## src/logic/brc_regs.svh

```systemverilog
`ifndef BRC_REGS_SVH
`define BRC_REGS_SVH

// register byte offsets on the apb bus
`define BRC_CFG_OFS 8'h00
`define BRC_STAT_OFS 8'h04
`define BRC_IRQ_STAT_OFS 8'h08
`define BRC_IRQ_MASK_OFS 8'h0C

// configuration register fields
`define BRC_CFG_MODE_LSB 0
`define BRC_CFG_SOFT_BIT 2
`define BRC_CFG_THR_LSB 4

// status register fields
`define BRC_STAT_POR_N_BIT 0
`define BRC_STAT_CAUSE_N_BIT 1
`define BRC_STAT_READY_BIT 2
`define BRC_STAT_ACTIVE_BIT 3
`define BRC_STAT_RUN_BIT 4

// interrupt status and mask fields
`define BRC_IRQ_RESET_BIT 0
`define BRC_IRQ_ABORT_BIT 1
`define BRC_IRQ_READY_BIT 2

// reset values, and the lowest threshold forced during erase
`define BRC_CFG_MODE_RST 2'h3
`define BRC_CFG_SOFT_RST 1'h0
`define BRC_CFG_THR_RST 4'h0
`define BRC_IRQ_MASK_RST 3'h0
`define BRC_THR_LOWEST 4'h0

// timing: supply dip filter, rounded up to whole cycles
`define BRC_CLK_MHZ 200
`define BRC_FILT_NS 2000
`define BRC_FILT_CYC ((`BRC_FILT_NS * `BRC_CLK_MHZ + 999) / 1000)

`endif

```

## src/logic/brc_pkg.sv

```systemverilog
package brc_pkg;

  // monitor operating modes, as coded in the mode select field
  typedef enum logic [1:0] {
    BRC_MODE_OFF = 2'h0,
    BRC_MODE_SOFT = 2'h1,
    BRC_MODE_SLEEP_OFF = 2'h2,
    BRC_MODE_ON = 2'h3
  } brc_mode_t;

  // start-up sequencer states, one-hot
  typedef enum logic [4:0] {
    BRC_ST_HOLD = 5'h01,
    BRC_ST_WAIT = 5'h02,
    BRC_ST_RUN = 5'h04,
    BRC_ST_SLEEP = 5'h08,
    BRC_ST_WAKE = 5'h10
  } brc_state_t;

  typedef struct packed {
    logic [3:0] brownout_threshold;
    logic brownout_soft_enable;
    brc_mode_t brownout_mode_select;
  } brc_cfg_t;

  typedef struct packed {
    logic ready_rise;
    logic erase_abort;
    logic reset_event;
  } brc_irq_t;

  typedef struct packed {
    logic psel;
    logic penable;
    logic pwrite;
    logic [7:0] paddr;
    logic [31:0] pwdata;
  } brc_apb_req_t;

  typedef struct packed {
    logic [31:0] prdata;
    logic pready;
    logic pslverr;
  } brc_apb_rsp_t;

endpackage

```

## src/logic/brc_ctrl.sv

```systemverilog
// Our own choices: the APB slave port and the placing of the registers.
`timescale 1ns/1ps
`include "brc_regs.svh"

module brc_ctrl #(
  parameter int FILT_CYC = `BRC_FILT_CYC
) (
  // clock, reset, clock enable
  input wire logic ref_clk_i,
  input wire logic reset_n_i,
  input wire logic ce_i,
  // register bus
  input wire brc_pkg::brc_apb_req_t apb_i,
  output brc_pkg::brc_apb_rsp_t apb_o,
  // analog monitor pins, asynchronous
  input wire logic por_mon_i,
  input wire logic supply_low_i,
  input wire logic mon_ready_i,
  // system state, same clock
  input wire logic sleep_i,
  input wire logic bulk_erase_i,
  // monitor control
  output logic mon_enable_o,
  output logic mon_hibernate_o,
  output logic [3:0] brownout_threshold_o,
  // reset and start-up gating
  output logic dev_reset_o,
  output logic cpu_run_o,
  output logic power_up_delay_start_o,
  output logic erase_abort_o,
  // interrupt
  output logic irq_o
);

  generate
    if (FILT_CYC < 1) begin : g_bad
      $error("brc_ctrl: FILT_CYC must be at least 1");
    end
  endgenerate

  //////////////////////////////////////////////////////////////////////////////
  // state

  typedef struct packed {
    logic [1:0] sync_por;
    logic [1:0] sync_low;
    logic [1:0] sync_rdy;
    brc_pkg::brc_state_t fsm;
    brc_pkg::brc_cfg_t cfg;
    logic por_flag_n;
    logic brownout_cause_flag_n;
    brc_pkg::brc_irq_t irq_st;
    brc_pkg::brc_irq_t irq_mask;
    logic rdy_q;
    logic trip_q;
    logic [31:0] prdata;
    logic pready;
    logic pslverr;
    logic mon_en;
    logic mon_hib;
    logic [3:0] thr;
    logic dev_reset;
    logic cpu_run;
    logic pud_start;
    logic abort;
    logic irq;
  } brc_st_t;

  brc_st_t st_r;
  brc_st_t st_nxt;

  logic trip;
  logic filt_low;

  //////////////////////////////////////////////////////////////////////////////
  // combinational helpers

  logic por_act;
  logic low;
  logic brownout_ready_flag;
  logic asleep;
  logic active;
  logic hibernate;
  logic protect;
  logic start_wait;
  logic setup;
  logic access;
  logic hit;
  brc_pkg::brc_irq_t ev;
  logic [31:0] rd;
  logic rd_err;

  // synchronised pin levels: only the second stage is used
  assign por_act = st_r.sync_por[1];
  assign low = st_r.sync_low[1];
  assign brownout_ready_flag = st_r.sync_rdy[1];
  assign asleep = (st_r.fsm == brc_pkg::BRC_ST_SLEEP);
  assign setup = apb_i.psel && !apb_i.penable;
  assign access = apb_i.psel && apb_i.penable && st_r.pready;

  // monitor mode decode; erase overrides every configured mode
  always_comb begin
    active = 1'b0;
    hibernate = 1'b0;
    case (st_r.cfg.brownout_mode_select)
      brc_pkg::BRC_MODE_ON: begin
        active = 1'b1;
      end
      brc_pkg::BRC_MODE_SLEEP_OFF: begin
        active = !asleep;
        hibernate = asleep;
      end
      brc_pkg::BRC_MODE_SOFT: begin
        // sleep is not looked at here, only the software bit
        active = st_r.cfg.brownout_soft_enable;
        hibernate = !st_r.cfg.brownout_soft_enable;
      end
      default: begin
        active = 1'b0;
      end
    endcase
    if (bulk_erase_i) begin
      active = 1'b1;
      hibernate = 1'b0;
    end
  end

  // protection needs a ready monitor, whatever enabled it
  assign protect = active && brownout_ready_flag;
  assign filt_low = low && protect;

  // a tripped filter resets the device unless an erase is running
  assign hit = trip && !bulk_erase_i;

  // events for the interrupt status, shared by the read mux and the sticky bits
  assign ev = '{
    ready_rise: brownout_ready_flag && !st_r.rdy_q,
    erase_abort: trip && bulk_erase_i && !st_r.trip_q,
    reset_event: hit && !st_r.trip_q
  };

  // start-up waits for a ready monitor and good supply in modes 11 and 10
  always_comb begin
    case (st_r.cfg.brownout_mode_select)
      brc_pkg::BRC_MODE_ON,
      brc_pkg::BRC_MODE_SLEEP_OFF: begin
        start_wait = !brownout_ready_flag || low;
      end
      default: begin
        start_wait = 1'b0;
      end
    endcase
  end

  //////////////////////////////////////////////////////////////////////////////
  // register read mux, evaluated in the setup cycle

  always_comb begin
    rd = 32'h0000_0000;
    rd_err = 1'b0;
    case (apb_i.paddr)
      `BRC_CFG_OFS: begin
        rd[`BRC_CFG_MODE_LSB +: 2] = st_r.cfg.brownout_mode_select;
        rd[`BRC_CFG_SOFT_BIT] = st_r.cfg.brownout_soft_enable;
        rd[`BRC_CFG_THR_LSB +: 4] = st_r.cfg.brownout_threshold;
      end
      `BRC_STAT_OFS: begin
        rd[`BRC_STAT_POR_N_BIT] = st_r.por_flag_n;
        rd[`BRC_STAT_CAUSE_N_BIT] = st_r.brownout_cause_flag_n;
        rd[`BRC_STAT_READY_BIT] = brownout_ready_flag;
        rd[`BRC_STAT_ACTIVE_BIT] = st_r.mon_en;
        rd[`BRC_STAT_RUN_BIT] = st_r.cpu_run;
      end
      `BRC_IRQ_STAT_OFS: begin
        // fold in the setup-cycle event so the read-clear cannot swallow it
        rd[2:0] = st_r.irq_st | ev;
      end
      `BRC_IRQ_MASK_OFS: begin
        rd[2:0] = st_r.irq_mask;
      end
      default: begin
        rd_err = 1'b1;
      end
    endcase
  end

  //////////////////////////////////////////////////////////////////////////////
  // next state

  always_comb begin
    st_nxt = st_r;

    // two-stage synchronisers for the analog pins
    st_nxt.sync_por = {st_r.sync_por[0], por_mon_i};
    st_nxt.sync_low = {st_r.sync_low[0], supply_low_i};
    st_nxt.sync_rdy = {st_r.sync_rdy[0], mon_ready_i};
    st_nxt.rdy_q = brownout_ready_flag;
    st_nxt.trip_q = trip;

    // one-cycle pulses default low
    st_nxt.pud_start = 1'b0;
    st_nxt.abort = 1'b0;

    // apb: no wait states, answer raised in the first access cycle
    st_nxt.pready = setup;
    if (setup) begin
      st_nxt.prdata = rd;
      st_nxt.pslverr = rd_err;
    end

    // software writes land at the completing access edge
    if (access && apb_i.pwrite) begin
      case (apb_i.paddr)
        `BRC_CFG_OFS: begin
          st_nxt.cfg.brownout_mode_select =
            brc_pkg::brc_mode_t'(apb_i.pwdata[`BRC_CFG_MODE_LSB +: 2]);
          st_nxt.cfg.brownout_soft_enable = apb_i.pwdata[`BRC_CFG_SOFT_BIT];
          st_nxt.cfg.brownout_threshold = apb_i.pwdata[`BRC_CFG_THR_LSB +: 4];
        end
        `BRC_STAT_OFS: begin
          // writing 1 re-arms a cause flag; hardware clears below still win
          if (apb_i.pwdata[`BRC_STAT_POR_N_BIT]) begin
            st_nxt.por_flag_n = 1'b1;
          end
          if (apb_i.pwdata[`BRC_STAT_CAUSE_N_BIT]) begin
            st_nxt.brownout_cause_flag_n = 1'b1;
          end
        end
        `BRC_IRQ_MASK_OFS: begin
          st_nxt.irq_mask = brc_pkg::brc_irq_t'(apb_i.pwdata[2:0]);
        end
        default: begin
        end
      endcase
    end

    // start-up sequencer
    case (st_r.fsm)
      brc_pkg::BRC_ST_HOLD: begin
        // timer only starts once power-on and brown-out both let go
        if (!por_act && !trip) begin
          st_nxt.fsm = brc_pkg::BRC_ST_WAIT;
          st_nxt.pud_start = 1'b1;
        end
      end
      brc_pkg::BRC_ST_WAIT: begin
        if (!start_wait) begin
          st_nxt.fsm = brc_pkg::BRC_ST_RUN;
        end
      end
      brc_pkg::BRC_ST_RUN: begin
        if (sleep_i) begin
          st_nxt.fsm = brc_pkg::BRC_ST_SLEEP;
        end
      end
      brc_pkg::BRC_ST_SLEEP: begin
        if (!sleep_i) begin
          if (st_r.cfg.brownout_mode_select == brc_pkg::BRC_MODE_SLEEP_OFF) begin
            st_nxt.fsm = brc_pkg::BRC_ST_WAKE;
          end else begin
            st_nxt.fsm = brc_pkg::BRC_ST_RUN;
          end
        end
      end
      brc_pkg::BRC_ST_WAKE: begin
        if (brownout_ready_flag) begin
          st_nxt.fsm = brc_pkg::BRC_ST_RUN;
        end
      end
      default: begin
        st_nxt.fsm = brc_pkg::BRC_ST_HOLD;
      end
    endcase

    // resets take priority over any sequencer step
    if (por_act) begin
      st_nxt.fsm = brc_pkg::BRC_ST_HOLD;
      st_nxt.por_flag_n = 1'b0;
    end else if (hit) begin
      st_nxt.fsm = brc_pkg::BRC_ST_HOLD;
      st_nxt.brownout_cause_flag_n = 1'b0;
    end

    // erase abort pulse; the sticky bit below keeps it for software
    st_nxt.abort = ev.erase_abort;

    // read clears the sticky status; a same-cycle event still lands
    if (access && !apb_i.pwrite && apb_i.paddr == `BRC_IRQ_STAT_OFS) begin
      st_nxt.irq_st = ev;
    end else begin
      st_nxt.irq_st = st_r.irq_st | ev;
    end
    st_nxt.irq = |(st_nxt.irq_st & st_nxt.irq_mask);

    // registered outputs
    st_nxt.mon_en = active;
    st_nxt.mon_hib = hibernate;
    st_nxt.thr = bulk_erase_i ? `BRC_THR_LOWEST : st_nxt.cfg.brownout_threshold;
    st_nxt.dev_reset = (st_nxt.fsm == brc_pkg::BRC_ST_HOLD);
    // the ready flag is already 1 whenever modes 11 or 10 reach run
    st_nxt.cpu_run = (st_nxt.fsm == brc_pkg::BRC_ST_RUN);
  end

  //////////////////////////////////////////////////////////////////////////////
  // dip filter

  brc_filter #(
    .FILT_CYC(FILT_CYC)
  ) u_filter (
    .ref_clk_i(ref_clk_i),
    .reset_n_i(reset_n_i),
    .ce_i(ce_i),
    .low_i(filt_low),
    .trip_o(trip)
  );

  //////////////////////////////////////////////////////////////////////////////
  // state register; reset is the power-on signal itself

  always_ff @(posedge ref_clk_i or negedge reset_n_i) begin
    if (!reset_n_i) begin
      st_r <= '0;
      st_r.fsm <= brc_pkg::BRC_ST_HOLD;
      // assume power-on until the pin is seen low through both stages
      st_r.sync_por <= 2'h3;
      st_r.cfg.brownout_mode_select <= brc_pkg::brc_mode_t'(`BRC_CFG_MODE_RST);
      st_r.cfg.brownout_soft_enable <= `BRC_CFG_SOFT_RST;
      st_r.cfg.brownout_threshold <= `BRC_CFG_THR_RST;
      st_r.irq_mask <= brc_pkg::brc_irq_t'(`BRC_IRQ_MASK_RST);
      st_r.por_flag_n <= 1'b0;
      st_r.brownout_cause_flag_n <= 1'b1;
      st_r.dev_reset <= 1'b1;
    end else if (ce_i) begin
      st_r <= st_nxt;
    end
  end

  //////////////////////////////////////////////////////////////////////////////
  // outputs, all straight from the state register

  assign apb_o.prdata = st_r.prdata;
  assign apb_o.pready = st_r.pready;
  assign apb_o.pslverr = st_r.pslverr;
  assign mon_enable_o = st_r.mon_en;
  assign mon_hibernate_o = st_r.mon_hib;
  assign brownout_threshold_o = st_r.thr;
  assign dev_reset_o = st_r.dev_reset;
  assign cpu_run_o = st_r.cpu_run;
  assign power_up_delay_start_o = st_r.pud_start;
  assign erase_abort_o = st_r.abort;
  assign irq_o = st_r.irq;

endmodule

```

## src/logic/brc_filter.sv

```systemverilog
`timescale 1ns/1ps

// supply dip filter: trips only when the low indication outlasts the window
module brc_filter #(
  parameter int FILT_CYC = 400
) (
  // clock and reset
  input wire logic ref_clk_i,
  input wire logic reset_n_i,
  input wire logic ce_i,
  // filtered condition
  input wire logic low_i,
  output logic trip_o
);

  localparam int CW = $clog2(FILT_CYC + 2);

  typedef struct packed {
    logic [CW-1:0] cnt;
    logic trip;
  } brc_filt_st_t;

  brc_filt_st_t st_r;
  brc_filt_st_t st_nxt;

  generate
    if (FILT_CYC < 1) begin : g_bad
      $error("brc_filter: FILT_CYC must be at least 1");
    end
  endgenerate

  // count consecutive low cycles; any high cycle restarts the window
  always_comb begin
    st_nxt = st_r;
    if (!low_i) begin
      st_nxt.cnt = '0;
      st_nxt.trip = 1'b0;
    end else if (st_r.cnt > CW'(FILT_CYC)) begin
      st_nxt.trip = 1'b1;
    end else begin
      st_nxt.cnt = st_r.cnt + CW'(1);
    end
  end

  always_ff @(posedge ref_clk_i or negedge reset_n_i) begin
    if (!reset_n_i) begin
      st_r <= '0;
    end else if (ce_i) begin
      st_r <= st_nxt;
    end
  end

  assign trip_o = st_r.trip;

endmodule

```

## config.mk

```make
export PLATFORM = sky130hd
export DESIGN_NAME = brc_ctrl
export DESIGN_NICKNAME = d
export VERILOG_FILES = /design/src/logic/brc_pkg.sv /design/src/logic/brc_ctrl.sv /design/src/logic/brc_filter.sv
export VERILOG_INCLUDE_DIRS = /design/src /design/src/logic
export SDC_FILE = /design/constraint.sdc
export NUM_CORES = 1
export LEC_CHECK = 0
export BUFFER_PORTS_ARGS = -buffer_cell sky130_fd_sc_hd__buf_2
export CORE_ASPECT_RATIO = 0.9
export CORE_UTILIZATION = 56
export CTS_CLUSTER_SIZE = 30
export DETAILED_ROUTE_END_ITERATION = 10
export MAX_ROUTING_LAYER = met4
export PLACE_DENSITY = 0.85
export SYNTH_ARGS = -nofsm -noshare
export SYNTH_HDL_FRONTEND = slang
export SYNTH_SLANG_ARGS = --single-unit
```

## constraint.sdc

```tcl
create_clock -name ref_clk_i -period 5.4 [get_ports ref_clk_i]
set_input_delay 1.08 -clock ref_clk_i [delete_from_list [all_inputs] [get_ports ref_clk_i]]
set_output_delay 1.08 -clock ref_clk_i [all_outputs]
set_load 0.005 [all_outputs]
```

# ---- Word-level counts from Yosys, hierarchy flattened
# Index checks and enable logic that the tools add are counted.
dict set report word_totals {
  in_bits 51
  reg_bits 59
  out_inout_bits 45
  wordCells 122
}
dict set report op_classes {
  mux 36
  add_sub_neg 1
  bitwise_logic 2
  eq_ne 15
  order_cmp 1
  reduce_logical 37
}
# operator count
set ops {}
lappend ops {{2-to-1 mux 5 bit} 8}
lappend ops {{one-hot mux 5 bit (5 select lines)} 1}
lappend ops {{2-to-1 mux 9 bit} 2}
lappend ops {{== test 8 x 4 -> 1 bit, second input constant} 2}
lappend ops {{logical AND 1 bit} 14}
lappend ops {{2-to-1 mux 1 bit} 13}
lappend ops {{2-to-1 mux 3 bit} 4}
lappend ops {{one-hot mux 3 bit (4 select lines)} 1}
lappend ops {{== test 5 x 1 -> 1 bit, second input constant} 2}
lappend ops {{== test 5 x 3 -> 1 bit, second input constant} 2}
lappend ops {{zero test 1 bit} 10}
lappend ops {{2-to-1 mux 10 bit} 1}
lappend ops {{adder 9 x 1 -> 9 bit, second input constant} 1}
lappend ops {{> comparator 9 bit, second input constant} 1}
lappend ops {{== test 8 x 3 -> 1 bit, second input constant} 1}
lappend ops {{zero test 8 bit} 1}
lappend ops {{2-to-1 mux 7 bit} 1}
lappend ops {{AND reduction 2 bit} 3}
lappend ops {{nonzero test 2 bit} 3}
lappend ops {{== test 5 x 2 -> 1 bit, second input constant} 1}
lappend ops {{== test 5 x 4 -> 1 bit, second input constant} 1}
lappend ops {{== test 5 bit, second input constant} 1}
lappend ops {{== test 2 bit, second input constant} 2}
lappend ops {{2-to-1 mux 4 bit} 1}
lappend ops {{13 further kinds} 15}

# ---- Longest topological paths before layout
dict set report depth {
  depth_word 8
  depth_mapped 7
  depth_no_buf 7
}

# ---- By module
# A second synthesis with hierarchy kept.
dict set report unflattened {
  hier_cells 326
  hier_area_um2 3337.0
}
# mod seq_area_each_um2 area_per_inst_um2 instances cells_each
set by_module_without_submodules {}
lappend by_module_without_submodules {brc_ctrl 1234.9 2763.9 1 266}
lappend by_module_without_submodules {brc_filter 250.2 573.0 1 60}

# ---- Least setup slack after synthesis
# OpenSTA, ideal clock, no wires.
dict set report synth_timing {
  path_type {in2reg}
  start {input apb_i[33] in the netlist's numbering}
  end {register st_r[57] in the netlist's numbering}
  arrival_ps 2301
  cell_stages 5
  slack_ps 2974
  t_required_ps 5275
  setup_ps 125
  cell_sequence {nor4_4 and4b_4 nor2b_1 buf_4 mux2_2}
}
dict set report synth_via {
  elab_chain_cells 2
}
# item line
set synth_rtl {}
lappend synth_rtl {{start: declaration} brc_ctrl.sv:13} ;# input wire brc_pkg::brc_apb_req_t apb_i,
lappend synth_rtl {{zero test 8 bit} brc_ctrl.sv:213} ;# case (apb_i.paddr)
lappend synth_rtl {{AND reduction 3 bit (no source line)} --}
lappend synth_rtl {{end signal: assignment} brc_ctrl.sv:334} ;# st_r <= st_nxt;
lappend synth_rtl {{end: declaration} brc_ctrl.sv:69} ;# brc_st_t st_r;
# No other way between the ends.
# A chain may end at the register's enable or synchronous reset.

==> run metrics <==
Layout fillers 482; I/O Buffers 46; Slowest Stage Delay on Critical Path 0.52 ns; first-pass GRT wire length 10900 um; Vias per Instance 5.62; fin cells 451; initial antenna violation count 0; pwr dens 303 nW/um^2; Post-Place Cell Area 3410 um^2; most frequent cells in the layout 52 x dfrtp_1, 46 x buf_2, 39 x nand2_1; Critical Path Sink st_r[66]; Setup crit start kind input pin; worst-skew pair later-pin latency 0.34 ns; Die Wd 83.5 um; Mapped Area 3350 um^2; post-route setup TNS 0 ns; global route total overflow 0; Post-CTS Hold Buffers 0; worst ir drop on vdd 0.263 mV; Synth Area in Compound Gates 13.8%; share of cells above drive strength 1 25.7%; CTS Buf Count 9; Rel. slew slack 50.9%; NumNets Final 433; CP max FO 36; via count 2535; number of enable flip-flop cells after synthesis 0; die area 6290 um^2; ant diodes 0; Synth Warn # 0; Starting Density 58.5%; largest net degree at the start of global routing 60; io pins 96; sequential cell area fraction in the yosys report 44.4%; largest family of logic cells by synthesized area simple AND/OR/NAND/NOR gates; wirelength, routed 6560 um; R2R cell count 7; commonest non-fill, non-tap cell in the layout dfrtp_1; max-slew violation count 0; Die Y 75.3 um; hpwl dp 4600 um; Root Driver clkbuf_8; post-cts sizing count 0; Pleak 1.73 nW; WS Path Type in -> reg; Max Cap Viol 0; H-Tree Depth 3; hold slack 0.479 ns; Remaining DRCs 0; worst reg2reg path endpoint u_filter.st_r[2]; reg2reg setup slack 3.33 ns; Post-CTS Setup Bufs 0; number of global-route vias before repair 2400; multiplexer share of the synthesized area 9.01%; Final Cell Area 3660 um^2; Mapped Cells 345; Pwr Total 1.11 mW; area delta synth->final 9.35%; placed cells 435; HP Class reg -> reg; critical path's slowest cell buf_2; clk buf depth 2; Tmin final 2.71 ns; Arrival @ worst endpoint 2.97 ns; CP Cell Sequence buf_2, inv_2, or3_1, or4_1, o2bb2ai_1; reg-to-reg critical path startpoint st_r[56]; crit path capture type register; final setup fails 0; Worst-path clk slew 0.07 ns; clock sink count 59; WL/cell 14.5 um; gpl congestion 0.900; simple-gate area share of the yosys netlist 17.6%; DRT antenna net count 0; post-synthesis xor/xnor area fraction 0.785%; Row Count 26; Post-synth ARST share 100%; initial DRC count 159; Worst Skew 0.00812 ns; core area 5730 um^2; Slew @ Worst Pin 0.731 ns; WP data required 5.67 ns; post-synthesis register bit count 59; Fin. Hold Viols 0; RSZ-0062 raised after global routing false; Most used DFF post-synth dfrtp_1; 1st-pass router iterations 4; GRT Overall Usage 23.5%; fmax 370 MHz; Final Cycle Share 50.1%; Yosys cell types 56; crit path launch ce_i; outcome finished, final reports clean; Mapped Avg Cell Area 9.70 um^2; CTS tree built; Post-Synth Adder-Cell Area 2.24%
[state kept, by name (all words and copies together), names as in the netlist, 3 cells and up]
signal / cells
st_r: 22
apb_o: 10
u_filter.st_r: 9
brownout_threshold_o: 4
st_nxt: 3
[routing by layer]
| layer | global-route usage [%] | wire (um) | share of wire (%) |
|---|---|---|---|
| met1 | 26.9 | 2920 | 44 |
| met4 | 9.79 | 104 | 1.6 |
| met5 | - | 0 | 0 |
| met2 | 39.7 | 3200 | 49 |
| met3 | 6.72 | 337 | 5.1 |
[report_power, final]
group	leakage, nW	total [mW]	internal [mW]	switching (mW)
Combinational	0.838	0.120	0.0485	0.0717
Sequential	0.769	0.490	0.468	0.0213
Clock	0.123	0.500	0.320	0.181
[cell type report]
class	instances	area, um^2	area share [%]
clock buffer	10	138	3.76
clock inverter	6	111	3.04
inverter	15	56.3	1.54
multi-input combinational	244	1540	42.2
sequential	59	1490	40.6
tap	70	87.6	2.39
timing repair buffer	47	238	6.50
[cells in the mapped netlist (4+ instances only)]
master / number / share of area (%)
nand2_1: 39 / 4.4
buf_4: 39 / 8.7
nor4_1: 4 / 0.75
or3_1: 6 / 1.1
inv_1: 14 / 1.6
mux2_2: 17 / 5.7
buf_2: 5 / 0.75
ha_1: 6 / 2.2
dfrtp_1: 52 / 39
a31oi_1: 5 / 0.93
o21ai_0: 20 / 3.0
a21oi_1: 13 / 1.9
dfstp_2: 7 / 5.5
mux2i_1: 11 / 3.3
nor3_1: 7 / 1.0
nand3_1: 6 / 0.90
nor2_1: 24 / 2.7
o31ai_1: 5 / 1.1
[through the flow]
stage | setup slack (ns) | util [%]
floorplan | 2.97 | -
finish | 2.69 | 63.9
global placement | 2.34 | 59.6
detailed placement | 2.36 | 59.6
CTS | 2.71 | 63.9
global route | 2.59 | 63.9
[logic make-up (layout without fill, tap and decap cells)]
kind of cell / after synthesis / in the layout
other cells: 1 / 24
simple gates: 112 / 112
flops: 59 / 59
fa+ha+maj: 6 / 6
mux: 28 / 28
xor+xnor: 3 / 3
buf+inv: 65 / 78
compound gates: 71 / 71
[how the worst min path moves through the flow]
stage                             from                       to  slack (ns)  depth (start not counted)
6_report       brownout_threshold_o[1]  brownout_threshold_o[1]        0.48                          2
5_1_grt                       apb_o[8]                 apb_o[8]        0.51                          2
4_1_cts        brownout_threshold_o[0]  brownout_threshold_o[0]        0.48                          2
3_5_place_dp   brownout_threshold_o[1]  brownout_threshold_o[1]        0.46                          2
3_3_place_gp                  apb_o[5]                 apb_o[5]        0.46                          2
2_1_floorplan               st_nxt[68]      brownout_ready_flag        0.45                          2
[worst max-delay path, delay by kind of cell]
family	cells	cell delay, ns
and+or+nand+nor	2	0.93
AOI/OAI and AO/OA	1	0.13
buffers and inverters	2	0.82
Note: power is estimated with default switching activity, not from simulation.
